`config.mk`:
```
export PLATFORM = sky130hd
export DESIGN_NAME = ext_mem_port
export DESIGN_NICKNAME = d
export VERILOG_FILES = /design/src/rtl/ext_mem_pkg.sv /design/src/rtl/pin_sync.sv /design/src/rtl/ext_mem_port.sv
export SDC_FILE = /design/constraint.sdc
export NUM_CORES = 1
export LEC_CHECK = 0
export BUFFER_PORTS_ARGS = -buffer_cell sky130_fd_sc_hd__buf_2
export CAP_MARGIN = 25
export CORE_ASPECT_RATIO = 1.1
export CORE_MARGIN = 5
export CORE_UTILIZATION = 25
export CTS_BUF_LIST = sky130_fd_sc_hd__clkbuf_4
export CTS_CLUSTER_DIAMETER = 80
export CTS_CLUSTER_SIZE = 14
export DETAILED_ROUTE_END_ITERATION = 8
export GPL_TIMING_DRIVEN = 0
export PLACE_DENSITY = 0.58
export SLEW_MARGIN = 20
export SYNTH_ARGS = -nofsm -noshare
export SYNTH_HDL_FRONTEND = slang
export SYNTH_SLANG_ARGS = --single-unit
```
`constraint.sdc`:
```
create_clock -name sys_clk -period 2.9 [get_ports sys_clk]
set_clock_uncertainty 0.05 [all_clocks]
set_input_delay 0.145 -clock sys_clk [delete_from_list [all_inputs] [get_ports sys_clk]]
set_output_delay 0.145 -clock sys_clk [all_outputs]
set_load 0.05 [all_outputs]
```
`src/rtl/ext_mem_pkg.sv`:
```
// Purpose: Shared constants for the external data memory port
// Assumes: 25 MHz system clock
// Notes:   Widths and pin levels used by the port and its pin sampler
package ext_mem_pkg;
	localparam int          ADDR_W      = 14;
	localparam int          DATA_W      = 16;
	localparam logic [13:0] ADDR_RST    = 14'h0000;
	localparam logic [15:0] DATA_RST    = 16'h0000;
	localparam logic        PIN_ACTIVE  = 1'h0;
	localparam logic        PIN_IDLE    = 1'h1;
	localparam logic        SPACE_FIRST = 1'h0;
	localparam logic        SPACE_SECOND = 1'h1;

	// Port sequencer states
	typedef enum logic [2:0] {
		ST_IDLE  = 3'b000,
		ST_READ  = 3'b001,
		ST_WRITE = 3'b010,
		ST_DONE  = 3'b011,
		ST_HELD  = 3'b100
	} port_state_t;
endpackage

```
`src/rtl/pin_sync.sv`:
```
// Purpose: Three-stage sampler for a pin from outside the clock domain
// Assumes: One system clock
// Notes:   Output changes only once stages two and three agree
`timescale 1ns/1ps
`default_nettype none
module pin_sync
	import ext_mem_pkg::*;
(
	input  wire logic sys_clk,
	input  wire logic rst,
	input  wire logic pin_in,
	output logic      level_out
);
	logic s1_r;
	logic s2_r;
	logic s3_r;

	// Chain presets to the idle pin level; stage one feeds only stage two
	always_ff @(posedge sys_clk or posedge rst)
	begin
		if (rst)
		begin
			s1_r      <= PIN_IDLE;
			s2_r      <= PIN_IDLE;
			s3_r      <= PIN_IDLE;
			level_out <= PIN_IDLE;
		end
		else
		begin
			s1_r <= pin_in;
			s2_r <= s1_r;
			s3_r <= s2_r;
			if (s2_r == s3_r)
				level_out <= s3_r;
		end
	end
endmodule
`default_nettype wire

```
`src/rtl/ext_mem_port.sv`:
```
// Purpose: Pin-level port to external data memory with bus hold handshake
// Assumes: Core issues one request at a time; wait and hold pins are asynchronous
// Notes:   Strobes last one cycle plus wait cycles on reads; grant waits for idle
`timescale 1ns/1ps
`default_nettype none

// Notes on behaviour
// - Bank select low first space, high second
// - Address holds last value between accesses
// - Address is zero from reset until first access
// - Sixteen-bit data bus, driven writes, sampled reads
// - Wait pin low stretches reads
// - Occupancy strobe low while using bus
// - Grant output low when hold allowed
// - Bus pins float while grant low
module ext_mem_port
	import ext_mem_pkg::*;
(
	input  wire logic              sys_clk,
	input  wire logic              rst,
	// Core side
	input  wire logic              req_valid,
	input  wire logic              req_write,
	input  wire logic              req_space,
	input  wire logic [ADDR_W-1:0] req_addr,
	input  wire logic [DATA_W-1:0] req_wdata,
	output logic                   req_ready,
	output logic                   rd_valid,
	output logic [DATA_W-1:0]      rd_data,
	// Memory pins
	output logic                   bank_sel,
	output logic                   bank_sel_oe,
	output logic [ADDR_W-1:0]      ext_addr_bus,
	output logic                   ext_addr_oe,
	input  wire logic [DATA_W-1:0] ext_data_in,
	output logic [DATA_W-1:0]      ext_data_out,
	output logic                   ext_data_oe,
	output logic                   mem_read_strobe,
	output logic                   mem_write_strobe,
	output logic                   strobe_oe,
	input  wire logic              wait_pin,
	input  wire logic              bus_hold_request,
	output logic                   bus_hold_grant,
	output logic                   bus_occupied_strobe
);
	port_state_t       state_r;
	port_state_t       state_nxt;
	logic              wait_lvl;
	logic              hold_lvl;
	logic              hold_req;
	logic              take_req;
	logic              read_end;
	logic              grant_nxt;

	// ----------------------------------------
	// Pin samplers
	// ----------------------------------------
	pin_sync u_wait_sync (
		.sys_clk   (sys_clk),
		.rst       (rst),
		.pin_in    (wait_pin),
		.level_out (wait_lvl)
	);

	pin_sync u_hold_sync (
		.sys_clk   (sys_clk),
		.rst       (rst),
		.pin_in    (bus_hold_request),
		.level_out (hold_lvl)
	);

	// ----------------------------------------
	// Sequencer decode
	// ----------------------------------------
	// Hold is only granted from idle, so a running access always completes
	assign hold_req  = (hold_lvl == PIN_ACTIVE);
	assign take_req  = (state_r == ST_IDLE) && !hold_req && req_valid;
	assign read_end  = (state_r == ST_READ) && (wait_lvl == PIN_IDLE);
	assign grant_nxt = (state_nxt == ST_HELD);

	always_comb
	begin
		state_nxt = state_r;
		case (state_r)
			ST_IDLE:
			begin
				if (hold_req)
					state_nxt = ST_HELD;
				else if (req_valid)
					state_nxt = req_write ? ST_WRITE : ST_READ;
			end
			ST_READ:  state_nxt = read_end ? ST_DONE : ST_READ;
			ST_WRITE: state_nxt = ST_DONE;
			ST_DONE:  state_nxt = ST_IDLE;
			ST_HELD:  state_nxt = hold_req ? ST_HELD : ST_IDLE;
			default:  state_nxt = ST_IDLE;
		endcase
	end

	always_ff @(posedge sys_clk or posedge rst)
	begin
		if (rst)
			state_r <= ST_IDLE;
		else
			state_r <= state_nxt;
	end

	// ----------------------------------------
	// Address, bank and data registers
	// ----------------------------------------
	// Address loads only on a new access, so it idles at its last value
	always_ff @(posedge sys_clk or posedge rst)
	begin
		if (rst)
		begin
			ext_addr_bus <= ADDR_RST;
			bank_sel     <= SPACE_FIRST;
			ext_data_out <= DATA_RST;
		end
		else if (take_req)
		begin
			ext_addr_bus <= req_addr;
			bank_sel     <= req_space;
			if (req_write)
				ext_data_out <= req_wdata;
		end
	end

	// Read data captured on the cycle the sampled wait level shows ready
	always_ff @(posedge sys_clk or posedge rst)
	begin
		if (rst)
		begin
			rd_valid <= 1'h0;
			rd_data  <= DATA_RST;
		end
		else
		begin
			rd_valid <= read_end;
			if (read_end)
				rd_data <= ext_data_in;
		end
	end

	// ----------------------------------------
	// Strobes, grant and enables
	// ----------------------------------------
	// All pin controls registered from next state so they change together
	always_ff @(posedge sys_clk or posedge rst)
	begin
		if (rst)
		begin
			mem_read_strobe     <= PIN_IDLE;
			mem_write_strobe    <= PIN_IDLE;
			bus_occupied_strobe <= PIN_IDLE;
			bus_hold_grant      <= PIN_IDLE;
			strobe_oe           <= 1'h1;
			bank_sel_oe         <= 1'h1;
			ext_addr_oe         <= 1'h1;
			ext_data_oe         <= 1'h0;
			req_ready           <= 1'h0;
		end
		else
		begin
			mem_read_strobe     <= (state_nxt == ST_READ) ? PIN_ACTIVE : PIN_IDLE;
			mem_write_strobe    <= (state_nxt == ST_WRITE) ? PIN_ACTIVE : PIN_IDLE;
			bus_occupied_strobe <= (state_nxt == ST_READ || state_nxt == ST_WRITE)
				? PIN_ACTIVE : PIN_IDLE;
			bus_hold_grant      <= grant_nxt ? PIN_ACTIVE : PIN_IDLE;
			strobe_oe           <= !grant_nxt;
			bank_sel_oe         <= !grant_nxt;
			ext_addr_oe         <= !grant_nxt;
			ext_data_oe         <= (state_nxt == ST_WRITE);
			req_ready           <= take_req;
		end
	end
endmodule
`default_nettype wire

```
==> results.tsv, run 1 <==
metric	value	unit
die_h	115	um
worstSetupStartpointType	flop	
top_level_ports	110	
power_density	1230	nW/um^2
netlist-cell-type-count	23	
drt_first_pass_iters	3	
globalRoute.totalOverflow	0	
route.detailed.drc	0	
setup_viol	0	
drv_cap	0	
design.core.area	9840	um^2
die_width	106	um
final_nets	369	
critical_path.max_fanout	10	
cts_sinks	65	
worst_slew_margin_rel	82.1	%
detail_route.wirelength	5890	um
worst_path_max_delay_cell	dfrtp_1	
p_int	0.00256	W
critical_path.most_common_cell	buf_12	
first_global_vias	1982	
syn_inst	144	
timing.critical_path.required	3.12	ns
mapped_nets	197	
number_of_antenna_violations_at_the_first_check_in_global_routing	0	
grt_first_pass_wirelength	9760	um
dieArea	12200	um^2
fmaxAchievable	585	MHz
worstSetupEndpointType	flop	
hpwlAfterDp	3880	um
io_buffers	109	
fillCellCount	916	
insertedDiodeCount	0	
holdWs	0.0735	ns
postCtsResizedCells	0	
worstSkewPairLatency	0.39	ns
min-delay-path-class	in -> reg	
period_needed	1.71	ns
combinationalPowerShare	52.8	%
clock_power_share	16.1	%
track_usage	10.3	%
synth_top_family_by_area	multiplexers	
ctsLongestPathBuffers	2	
synth_area_in_xor_xnor	0	%
layout_worst_path_cycle_share	58.9	%
total_switching_power	0.00228	W
post-route-util	40.0	%
dpl.cell_count	374	
outcome	completed	
worst_max_slew_pin_slew	0.269	ns
synth_fa_ha_area_share	0.795	%
syn_avg_cell_area	17.5	um^2
rows	38	
detail_route.iter0.violations	73	
share_seq_of_total_power	31.1	%
rsz0062_at_grt	false	
path_clk_slew	0.12	ns
syn_area	2520	um^2
seq_area_frac_synth	65.2	%
synth_seq_cells	65	
leakagePower	1.93	nW
timing.setup.tns	0	ns
slew_violations	0	
flow.area_growth_from_synthesis	56.5	%
wp_data_arrival	1.93	ns
h-tree-depth	3	
ctsRootBufferMaster	clkbuf_4	
dr_total_vias	1782	
synth_simple_gate_area_share	3.28	%
place_congestion	0.645	
wl_per_cell	13.4	um
path_class	reg -> reg	
cts_tree	built	
fraction_of_synthesized_area_in_multiplexers	24.6	%
final_cell_count_no_fill	441	
post_route_cells_drive_above_1_share	61.7	%
ys_warn_count	0	
detail-route-antenna-nets	0	
report.final.hold_viol_count	0	
viasPerCell	4.04	
path_cells	buf_6 -> nor3_4 -> and4_4 -> buf_12 -> buf_12 -> mux2_4	
max-vdd-ir-drop	518	uV
critPathMaxStageDelay	0.39	ns
switching_share	47.1	%
compound_gate_portion_of_the_synthesized_area	1.29	%
initial_core_util	25.6	%
grt_max_degree	47	
tritoncts.num_buffers	9	
-- power groups by stage --
stage	sequential, W	combinational, W	clock (W)
2_1_floorplan	0.00278	0.000714	0
3_3_place_gp	0.00150	0.00250	0
3_5_place_dp	0.00152	0.00253	0
4_1_cts	0.00151	0.00258	0.000813
5_1_grt	0.00156	0.00267	0.000861
6_report	0.00151	0.00256	0.000780
-- stage by stage --
step | instance area, um^2 | worst slack, ns | power, W
after floorplan | 2520 | 1.10 | 0.00349
after global placement | 3210 | 0.287 | 0.00400
after detailed placement | 3240 | 1.21 | 0.00405
after CTS | 3940 | 1.18 | 0.00491
after global routing | 3940 | 1.11 | 0.00510
final | 3940 | 1.19 | 0.00484
-- synthesized netlist by cell type, drive strengths merged --
cell type | number | area share (%)
dfrtp | 53 | 53
mux2 | 47 | 25
dfstp | 12 | 13
buf | 9 | 4.3
inv | 4 | 0.60
nor2 | 4 | 0.70
maj3 | 2 | 0.79
nor3 | 2 | 0.84
o21ai | 2 | 0.40
a211o | 1 | 0.35
a21oi | 1 | 0.20
and3 | 1 | 0.25
and4 | 1 | 0.45
nand2 | 1 | 0.15
nand3 | 1 | 0.40
nor2b | 1 | 0.25
o31a | 1 | 0.35
or3 | 1 | 0.25
-- cell usage in the layout, fill, tap and decap left out, types with 2 or more instances in the layout --
cell	n
bufinv_16	3
mux2_2	23
dfrtp_1	53
buf_12	2
dfstp_2	12
dlygate4sd3_1	51
buf_2	109
buf_6	4
buf_4	3
nor2_1	3
mux2_4	24
maj3_1	2
clkinv_4	2
o21ai_0	2
clkbuf_4	9
inv_1	3
-- layout make-up --
class	count	area [um^2]	share of cell area, %
clock inverter	7	119	3.02
timing repair buffer	161	1080	27.5
inverter	4	17.5	0.444
multi-input combinational	66	754	19.1
tap	120	150	3.81
sequential	65	1640	41.7
clock buffer	9	67.6	1.71
buffer	9	108	2.73
-- routing by layer --
| layer | up-vias | GRT usage (%) | routed length (um) |
|---|---|---|---|
| li1 | 839 | - | - |
| met4 | 0 | 3.37 | 67 |
| met1 | 870 | 11.8 | 2390 |
| met5 | - | 0 | 0 |
| met2 | 63 | 17.6 | 3030 |
| met3 | 10 | 3.99 | 402 |
-- path summary, 6_finish.rpt --
path | startpoint | end | slack [ns] | cells after the start
max | state_r[0] | ext_data_out[2] | 1.19 | 6
max reg2reg | state_r[0] | ext_data_out[2] | 1.19 | 6
max in group asynchronous | rst | mem_write_strobe | 2.02 | 4
min | req_valid | bus_occupied_strobe | 0.07 | 4
min in group asynchronous | rst | ext_addr_bus[5] | 0.18 | 3
min reg2reg | u_wait_sync.s1_r | u_wait_sync.s2_r | 0.31 | 0
-- timing repair --
item / CTS / global route
hold buffers: 51 / 0
endpoints found under the hold margin: 103 / 0
setup buffers: 0 / 0
-- sequential cells by signal, summed over array words and instances, names as in the netlist, 3 cells and up --
name,count
ext_data_out,16
rd_data,16
ext_addr_bus,14
state_r,3
-- worst max-delay path: cells and delay by family (launching register included) --
kind / cells / cell delay, ns
simple gates: 2 / 0.44
buf+inv: 3 / 0.41
flops: 1 / 0.39
mux: 1 / 0.30
-- logic make-up (layout without fill, tap and decap cells) --
kind of cell               Yosys count  count (layout)
muxes                               47              47
AOI/OAI and AO/OA                    5               5
buffers and inverters               13             190
DFF                                 65              65
adders and majority gates            2               2
and+or+nand+nor                     12              12
(Power assumes the default switching activity.)
==> run 2: changes to the inputs <==
- PLACE_DENSITY: 0.58 -> 0.59
- clock period: 2.9 -> 1.5 ns (I/O delays scaled with it)
==> run 2 against run 1 <==
Effect of this change:
- the flow now finishes with violations (setup timing)
- clock-buffer cell count up 1
- utilization up 4.2 points
- worst setup slack got worse by 1.3 ns
- fmax is 5.7% higher
- hold slack improved by 0.12 ns
- wire length increased by 15%
- power grew 110%
- final cell count up 4.8%
- sequential share of layout area decreased by 3.9 points
- sequential power up 94%
- combinational power rose by 120%
- critical path depth fell by 1
- highest routed layer unchanged
==> results.tsv, run 2 (synthesis results as in run 1) <==
metric	value	unit	change
ctsRootBufferMaster	clkbuf_4		unchanged
reg2reg_depth	5		was 6
die_h	115	um	unchanged
post-route-util	44.2	%	was 40.0%
min-delay-path-class	in -> async		was in -> reg
rr_endpoint	ext_data_out[4]		was ext_data_out[2]
leakagePower	2.14	nW	was 1.93 nW
dr_total_vias	1884		was 1,782
final_nets	390		was 369
crit_path_from	state_r[2]		was state_r[0]
initial_core_util	25.6	%	unchanged
max-vdd-ir-drop	1150	uV	was 518 uV
die_width	106	um	unchanged
regArea	1640	um^2	about the same
violations	setup timing		
path_class	reg -> reg		unchanged
detail_route.wirelength	6790	um	was 5890 um
tritoncts.num_buffers	9		unchanged
power_density	2320	nW/um^2	was 1230 nW/um^2
path_clk_slew	0.13	ns	was 0.12 ns
route.detailed.drc	0		unchanged
largest_registers	ext_data_out (16), rd_data (16), ext_addr_bus (14)		unchanged
cts_sinks	65		unchanged
fmaxAchievable	619	MHz	was 585 MHz
worstSetupEndpointType	flop		unchanged
drv_cap	0		unchanged
total_switching_power	0.00462	W	was 0.00228 W
timing.critical_path.required	1.75	ns	was 3.12 ns
wl_per_cell	14.7	um	was 13.4 um
drt_first_pass_iters	2		was 3
combinationalPowerShare	55.5	%	was 52.8%
layout_worst_path_cycle_share	108	%	was 58.9%
slew_violations	0		unchanged
cts_tree	built		unchanged
first_global_vias	2221		was 1,982
wp_data_arrival	1.87	ns	was 1.93 ns
dieArea	12200	um^2	unchanged
rsz0062_at_grt	true		was false
viasPerCell	4.08		was 4.04
post_route_cells_drive_above_1_share	64.9	%	was 61.7%
detailedPlace.worstSlack	-0.185	ns	was 1.21 ns
period_needed	1.62	ns	was 1.71 ns
worst_slew_margin_rel	66.1	%	was 82.1%
layout_setup_ws	-0.115	ns	was 1.19 ns
h-tree-depth	3		unchanged
p_int	0.00547	W	was 0.00256 W
outcome	complete, but fails checks		was completed
detail-route-antenna-nets	0		unchanged
multiInputGateArea	836	um^2	was 754 um^2
flow.area_growth_from_synthesis	72.7	%	was 56.5%
track_usage	11.5	%	was 10.3%
report.final.hold_viol_count	0		unchanged
setup_viol	48		was 0
top_level_ports	110		unchanged
grt_max_degree	27		was 47
insertedDiodeCount	0		unchanged
switching_share	45.8	%	was 47.1%
mostFrequentLayoutCell	buf_2		unchanged
fillCellCount	879		was 916
io_buffers	109		unchanged
grt_first_pass_wirelength	10800	um	was 9760 um
design.core.area	9840	um^2	unchanged
placement.cell_area	3270	um^2	was 3240 um^2
worstSetupStartpointType	flop		unchanged
place_congestion	0.705		was 0.645
share_seq_of_total_power	29.0	%	was 31.1%
clock_power_share	15.5	%	was 16.1%
globalRoute.totalOverflow	0		unchanged
number_of_antenna_violations_at_the_first_check_in_global_routing	0		unchanged
rows	38		unchanged
worst_max_slew_pin_slew	0.507	ns	was 0.269 ns
layout_common_cells	buf_2 (106), dlygate4sd3_1 (52), dfrtp_1 (51)		was buf_2 (109), dfrtp_1 (53), dlygate4sd3_1 (51)
critical_path.max_fanout	6		was 10
worst_r2r_startpoint	state_r[2]		was state_r[0]
worstSkewPairLatency	0.41	ns	was 0.39 ns
postLayoutCellArea	4350	um^2	was 3940 um^2
ctsLongestPathBuffers	2		unchanged
setup_slack_of_the_worst_register_to_register_path	-0.12	ns	was 1.19 ns
hpwlAfterDp	4060	um	was 3880 um
detail_route.iter0.violations	47		was 73
[run 2: cell count changes in the layout (fill, tap and decap cells not counted), sizes merged]
cell / change
buf: +19
clkbuf: +2
dlygate4sd3: +1
inv: -1
[run 2: final cells by class]
type / instances / area share (%)
inverter: 4 / 0.431
clock inverter: 6 / 2.67
clock buffer: 10 / 1.73
tap: 120 / 3.45
timing repair buffer: 183 / 32.1
multi-input combinational: 66 / 19.2
sequential: 65 / 37.8
buffer: 8 / 2.62
[run 2: layer usage]
metal	up-vias	wire length [um]	GRT usage [%]
li1	887	-	-
met1	921	2700	12.2
met2	62	3610	21.0
met3	14	381	3.76
met4	0	97	5.09
met5	-	0	0
[run 2: through the flow]
stage	total power, W	setup TNS, ns	hold WS [ns]	std cells
floorplan	0.00675	-0.440	0.0295	144
CTS	0.0100	-4.39	0.154	459
detailed placement	0.00784	-3.23	0.0998	375
finish	0.0101	-3.43	0.191	462
global placement	0.00774	-2.93	0.132	373
global route	0.0106	-7.03	0.176	462
[run 2: critical path, stage by stage (launching register included)]
cell and delay (ns):
dfrtp_2 0.46, nor3_4 0.19, and4_4 0.24, buf_12 0.13, clkbuf_16 0.14, mux2_4 0.30
[run 2: power groups by stage]
stage / clock network [W] / logic [W] / registers (W)
2_1_floorplan: 0 / 0.00138 / 0.00537
4_1_cts: 0.00162 / 0.00550 / 0.00291
6_report: 0.00156 / 0.00560 / 0.00293
5_1_grt: 0.00170 / 0.00583 / 0.00303
3_5_place_dp: 0 / 0.00490 / 0.00294
3_3_place_gp: 0 / 0.00484 / 0.00290
[run 2: how the worst max path moves through the flow]
stage / endpoint / cells after the start / slack, ns
after floorplan: ext_data_out[0] / 5 / -0.06
after global placement: ext_data_out[2] / 5 / -0.17
after detailed placement: ext_data_out[0] / 5 / -0.18
after CTS: rd_data[10] / 6 / -0.13
after global routing: ext_addr_bus[2] / 6 / -0.19
final: ext_data_out[4] / 5 / -0.12
[run 2: what timing repair did]
item,in CTS,in global routing
hold buffers,52,0
cloned,2,1
setup buffers,14,3
setup endpoints to repair,36,48
pin swaps,0,1
gates resized for setup,26,12
hold endpoints to repair,107,0
==> run 3: changes to the inputs <==
- REMOVE_ABC_BUFFERS: not set -> 1
==> run 3 against run 2 <==
Effect of this change:
- the flow still finishes with violations (setup timing)
- final cell count shrank 4.3%
- non-clock buffer count fell by 22
- first-iteration DRC count down 36%
- fmax up 3.3%
- global-route usage down 0.76 points
- design area shrank 9.7%
- wire length is 7.3% lower
==> results.tsv, run 3 (synthesis results as in run 1) <==
metric	value	unit	change
outcome	complete, but fails checks		unchanged
violations	setup timing		unchanged
layout_setup_ws	-0.0645	ns	was -0.115 ns
holdWs	0.144	ns	was 0.191 ns
dieArea	12200	um^2	unchanged
grt_first_pass_wirelength	10100	um	was 10,800 um
hpwlAfterDp	3890	um	was 4060 um
critPathMaxStageDelay	0.48	ns	was 0.46 ns
rows	38		unchanged
route.layer.met1.wl	2440	um	was 2700 um
worst_path_max_delay_cell	dfrtp_1		was dfrtp_2
largest_registers	ext_data_out (16), rd_data (16), ext_addr_bus (14)		unchanged
number_of_antenna_violations_at_the_first_check_in_global_routing	0		unchanged
die_width	106	um	unchanged
design.core.area	9840	um^2	unchanged
insertedDiodeCount	0		unchanged
cts_tree	built		unchanged
max-vdd-ir-drop	943	uV	was 1150 uV
layout_worst_path_cycle_share	104	%	was 108%
detail_route.iter0.violations	30		was 47
initial_core_util	25.6	%	unchanged
crit_path_from	state_r[1]		was state_r[2]
post-route-util	39.9	%	was 44.2%
globalRoute.totalOverflow	0		unchanged
cp_top_delay_family	flip-flops		unchanged
worstSkewPairLatency	0.41	ns	about the same
wp_data_arrival	1.82	ns	was 1.87 ns
drv_cap	0		unchanged
leakagePower	1.92	nW	was 2.14 nW
timing.critical_path.buf_inv	1		was 2
path_cells	nor3_4 -> and4_4 -> buf_12 -> mux2_2		was nor3_4 -> and4_4 -> buf_12 -> clkbuf_16 -> mux2_4
viasPerCell	4.08		about the same
route.detailed.drc	0		unchanged
place_congestion	0.660		was 0.705
path_class	reg -> reg		unchanged
report.final.hold_viol_count	0		unchanged
worstSetupStartpointType	flop		unchanged
min-delay-path-class	in -> async		unchanged
io_buffers	109		unchanged
timing.setup.tns	-0.572	ns	was -3.43 ns
power_density	2330	nW/um^2	was 2320 nW/um^2
critical_path.max_fanout	18		was 6
worst_slew_margin_rel	78.1	%	was 66.1%
worstSetupEndpointType	flop		unchanged
path_clk_slew	0.12	ns	was 0.13 ns
ctsLongestPathBuffers	2		unchanged
first_global_vias	2011		was 2,221
grt_max_degree	42		was 27
period_needed	1.56	ns	was 1.62 ns
flow.area_growth_from_synthesis	55.9	%	was 72.7%
routed-wl-met2	3300	um	was 3610 um
mostFrequentLayoutCell	buf_2		unchanged
post_route_cells_drive_above_1_share	62.7	%	was 64.9%
detail-route-antenna-nets	0		unchanged
layout_common_cells	buf_2 (109), dlygate4sd3_1 (52), dfrtp_1 (51)		was buf_2 (106), dlygate4sd3_1 (52), dfrtp_1 (51)
top_layer	met4		unchanged
top_level_ports	110		unchanged
h-tree-depth	3		unchanged
final_nets	370		was 390
setup.worst_path.end	ext_data_out[8]		was ext_data_out[4]
cts_sinks	65		unchanged
route.met3.wl	420	um	was 381 um
fmaxAchievable	639	MHz	was 619 MHz
timing.critical_path.required	1.75	ns	about the same
tritoncts.num_buffers	9		unchanged
rsz0062_at_grt	true		unchanged
dr_total_vias	1802		was 1,884
worst_max_slew_pin_slew	0.328	ns	was 0.507 ns
setup_slack_of_the_worst_register_to_register_path	-0.06	ns	was -0.12 ns
rr_endpoint	ext_data_out[8]		was ext_data_out[4]
reg2reg_depth	4		was 5
drt_first_pass_iters	4		was 2
detail_route.wirelength	6290	um	was 6790 um
ctsRootBufferMaster	clkbuf_4		unchanged
track_usage	10.8	%	was 11.5%
crit_cells	4		was 5
wl_per_cell	14.2	um	was 14.7 um
worst_r2r_startpoint	state_r[1]		was state_r[2]
setup_viol	16		was 48
detailedPlace.worstSlack	-0.539	ns	was -0.185 ns
slew_violations	0		unchanged
die_h	115	um	unchanged
## run 3: changes by cell type in the layout (fill, tap and decap cells not counted), sizes merged
cell | before | now
clkbuf | 11 | 9
and3 | 1 | 3
clkinvlp | 1 | 3
inv | 3 | 4
bufinv | 3 | 1
buf | 138 | 117
## run 3: worst min path at each step
| stage | start | to | cells after the start |
|---|---|---|---|
| final | rst | ext_addr_bus[13] | 3 |
| after global placement | wait_pin | u_wait_sync.s1_r | 1 |
| after floorplan | bus_hold_request | u_hold_sync.s1_r | 0 |
| after CTS | rst | ext_addr_bus[13] | 3 |
| after detailed placement | rst | ext_data_out[13] | 2 |
| after global routing | rst | ext_addr_bus[10] | 3 |
## run 3: through the flow
stage,power [W],cells,area (um^2)
after floorplan,0.00661,135,2410
after global placement,0.00761,364,3110
after detailed placement,0.00770,365,3130
after CTS,0.00923,442,3910
after global routing,0.00965,442,3930
final,0.00914,442,3930
## run 3: cell type report
type	instances	area [um^2]
flip-flops and latches	65	1640
well taps	120	150
clock buffers	9	67.6
inverters	4	17.5
multi-input cells	68	812
repair buffers	169	1160
fillers	925	5920
clock inverters	7	71.3
## run 3: power by group
| part | switching [W] | internal, W | total (W) | leakage [nW] |
|---|---|---|---|---|
| combinational | 0.00340 | 0.00164 | 0.00504 | 1.08 |
| sequential | 0.000415 | 0.00252 | 0.00294 | 0.765 |
| clock | 0.000660 | 0.000503 | 0.00116 | 0.0679 |
| total | 0.00447 | 0.00467 | 0.00914 | 1.92 |
## run 3: worst reg2reg max path, cell delays in order (launching register included)
cell and delay [ns]:
dfrtp_1 0.48, nor3_4 0.16, and4_4 0.24, buf_12 0.17, mux2_2 0.36
## run 3: what timing repair did
item	in CTS	in global routing
pin swaps	4	0
setup buffers	7	0
gates cloned	2	0
endpoints found under the hold margin	112	0
endpoints found under the setup margin	49	47
hold buffers	52	0
gates resized for setup	8	5
## run 3: layer usage
metal / GRT usage, % / vias to the layer above
met5: 0 / -
met4: 5.09 / 0
met3: 4.04 / 13
met2: 18.6 / 63
met1: 11.8 / 877
li1: - / 849
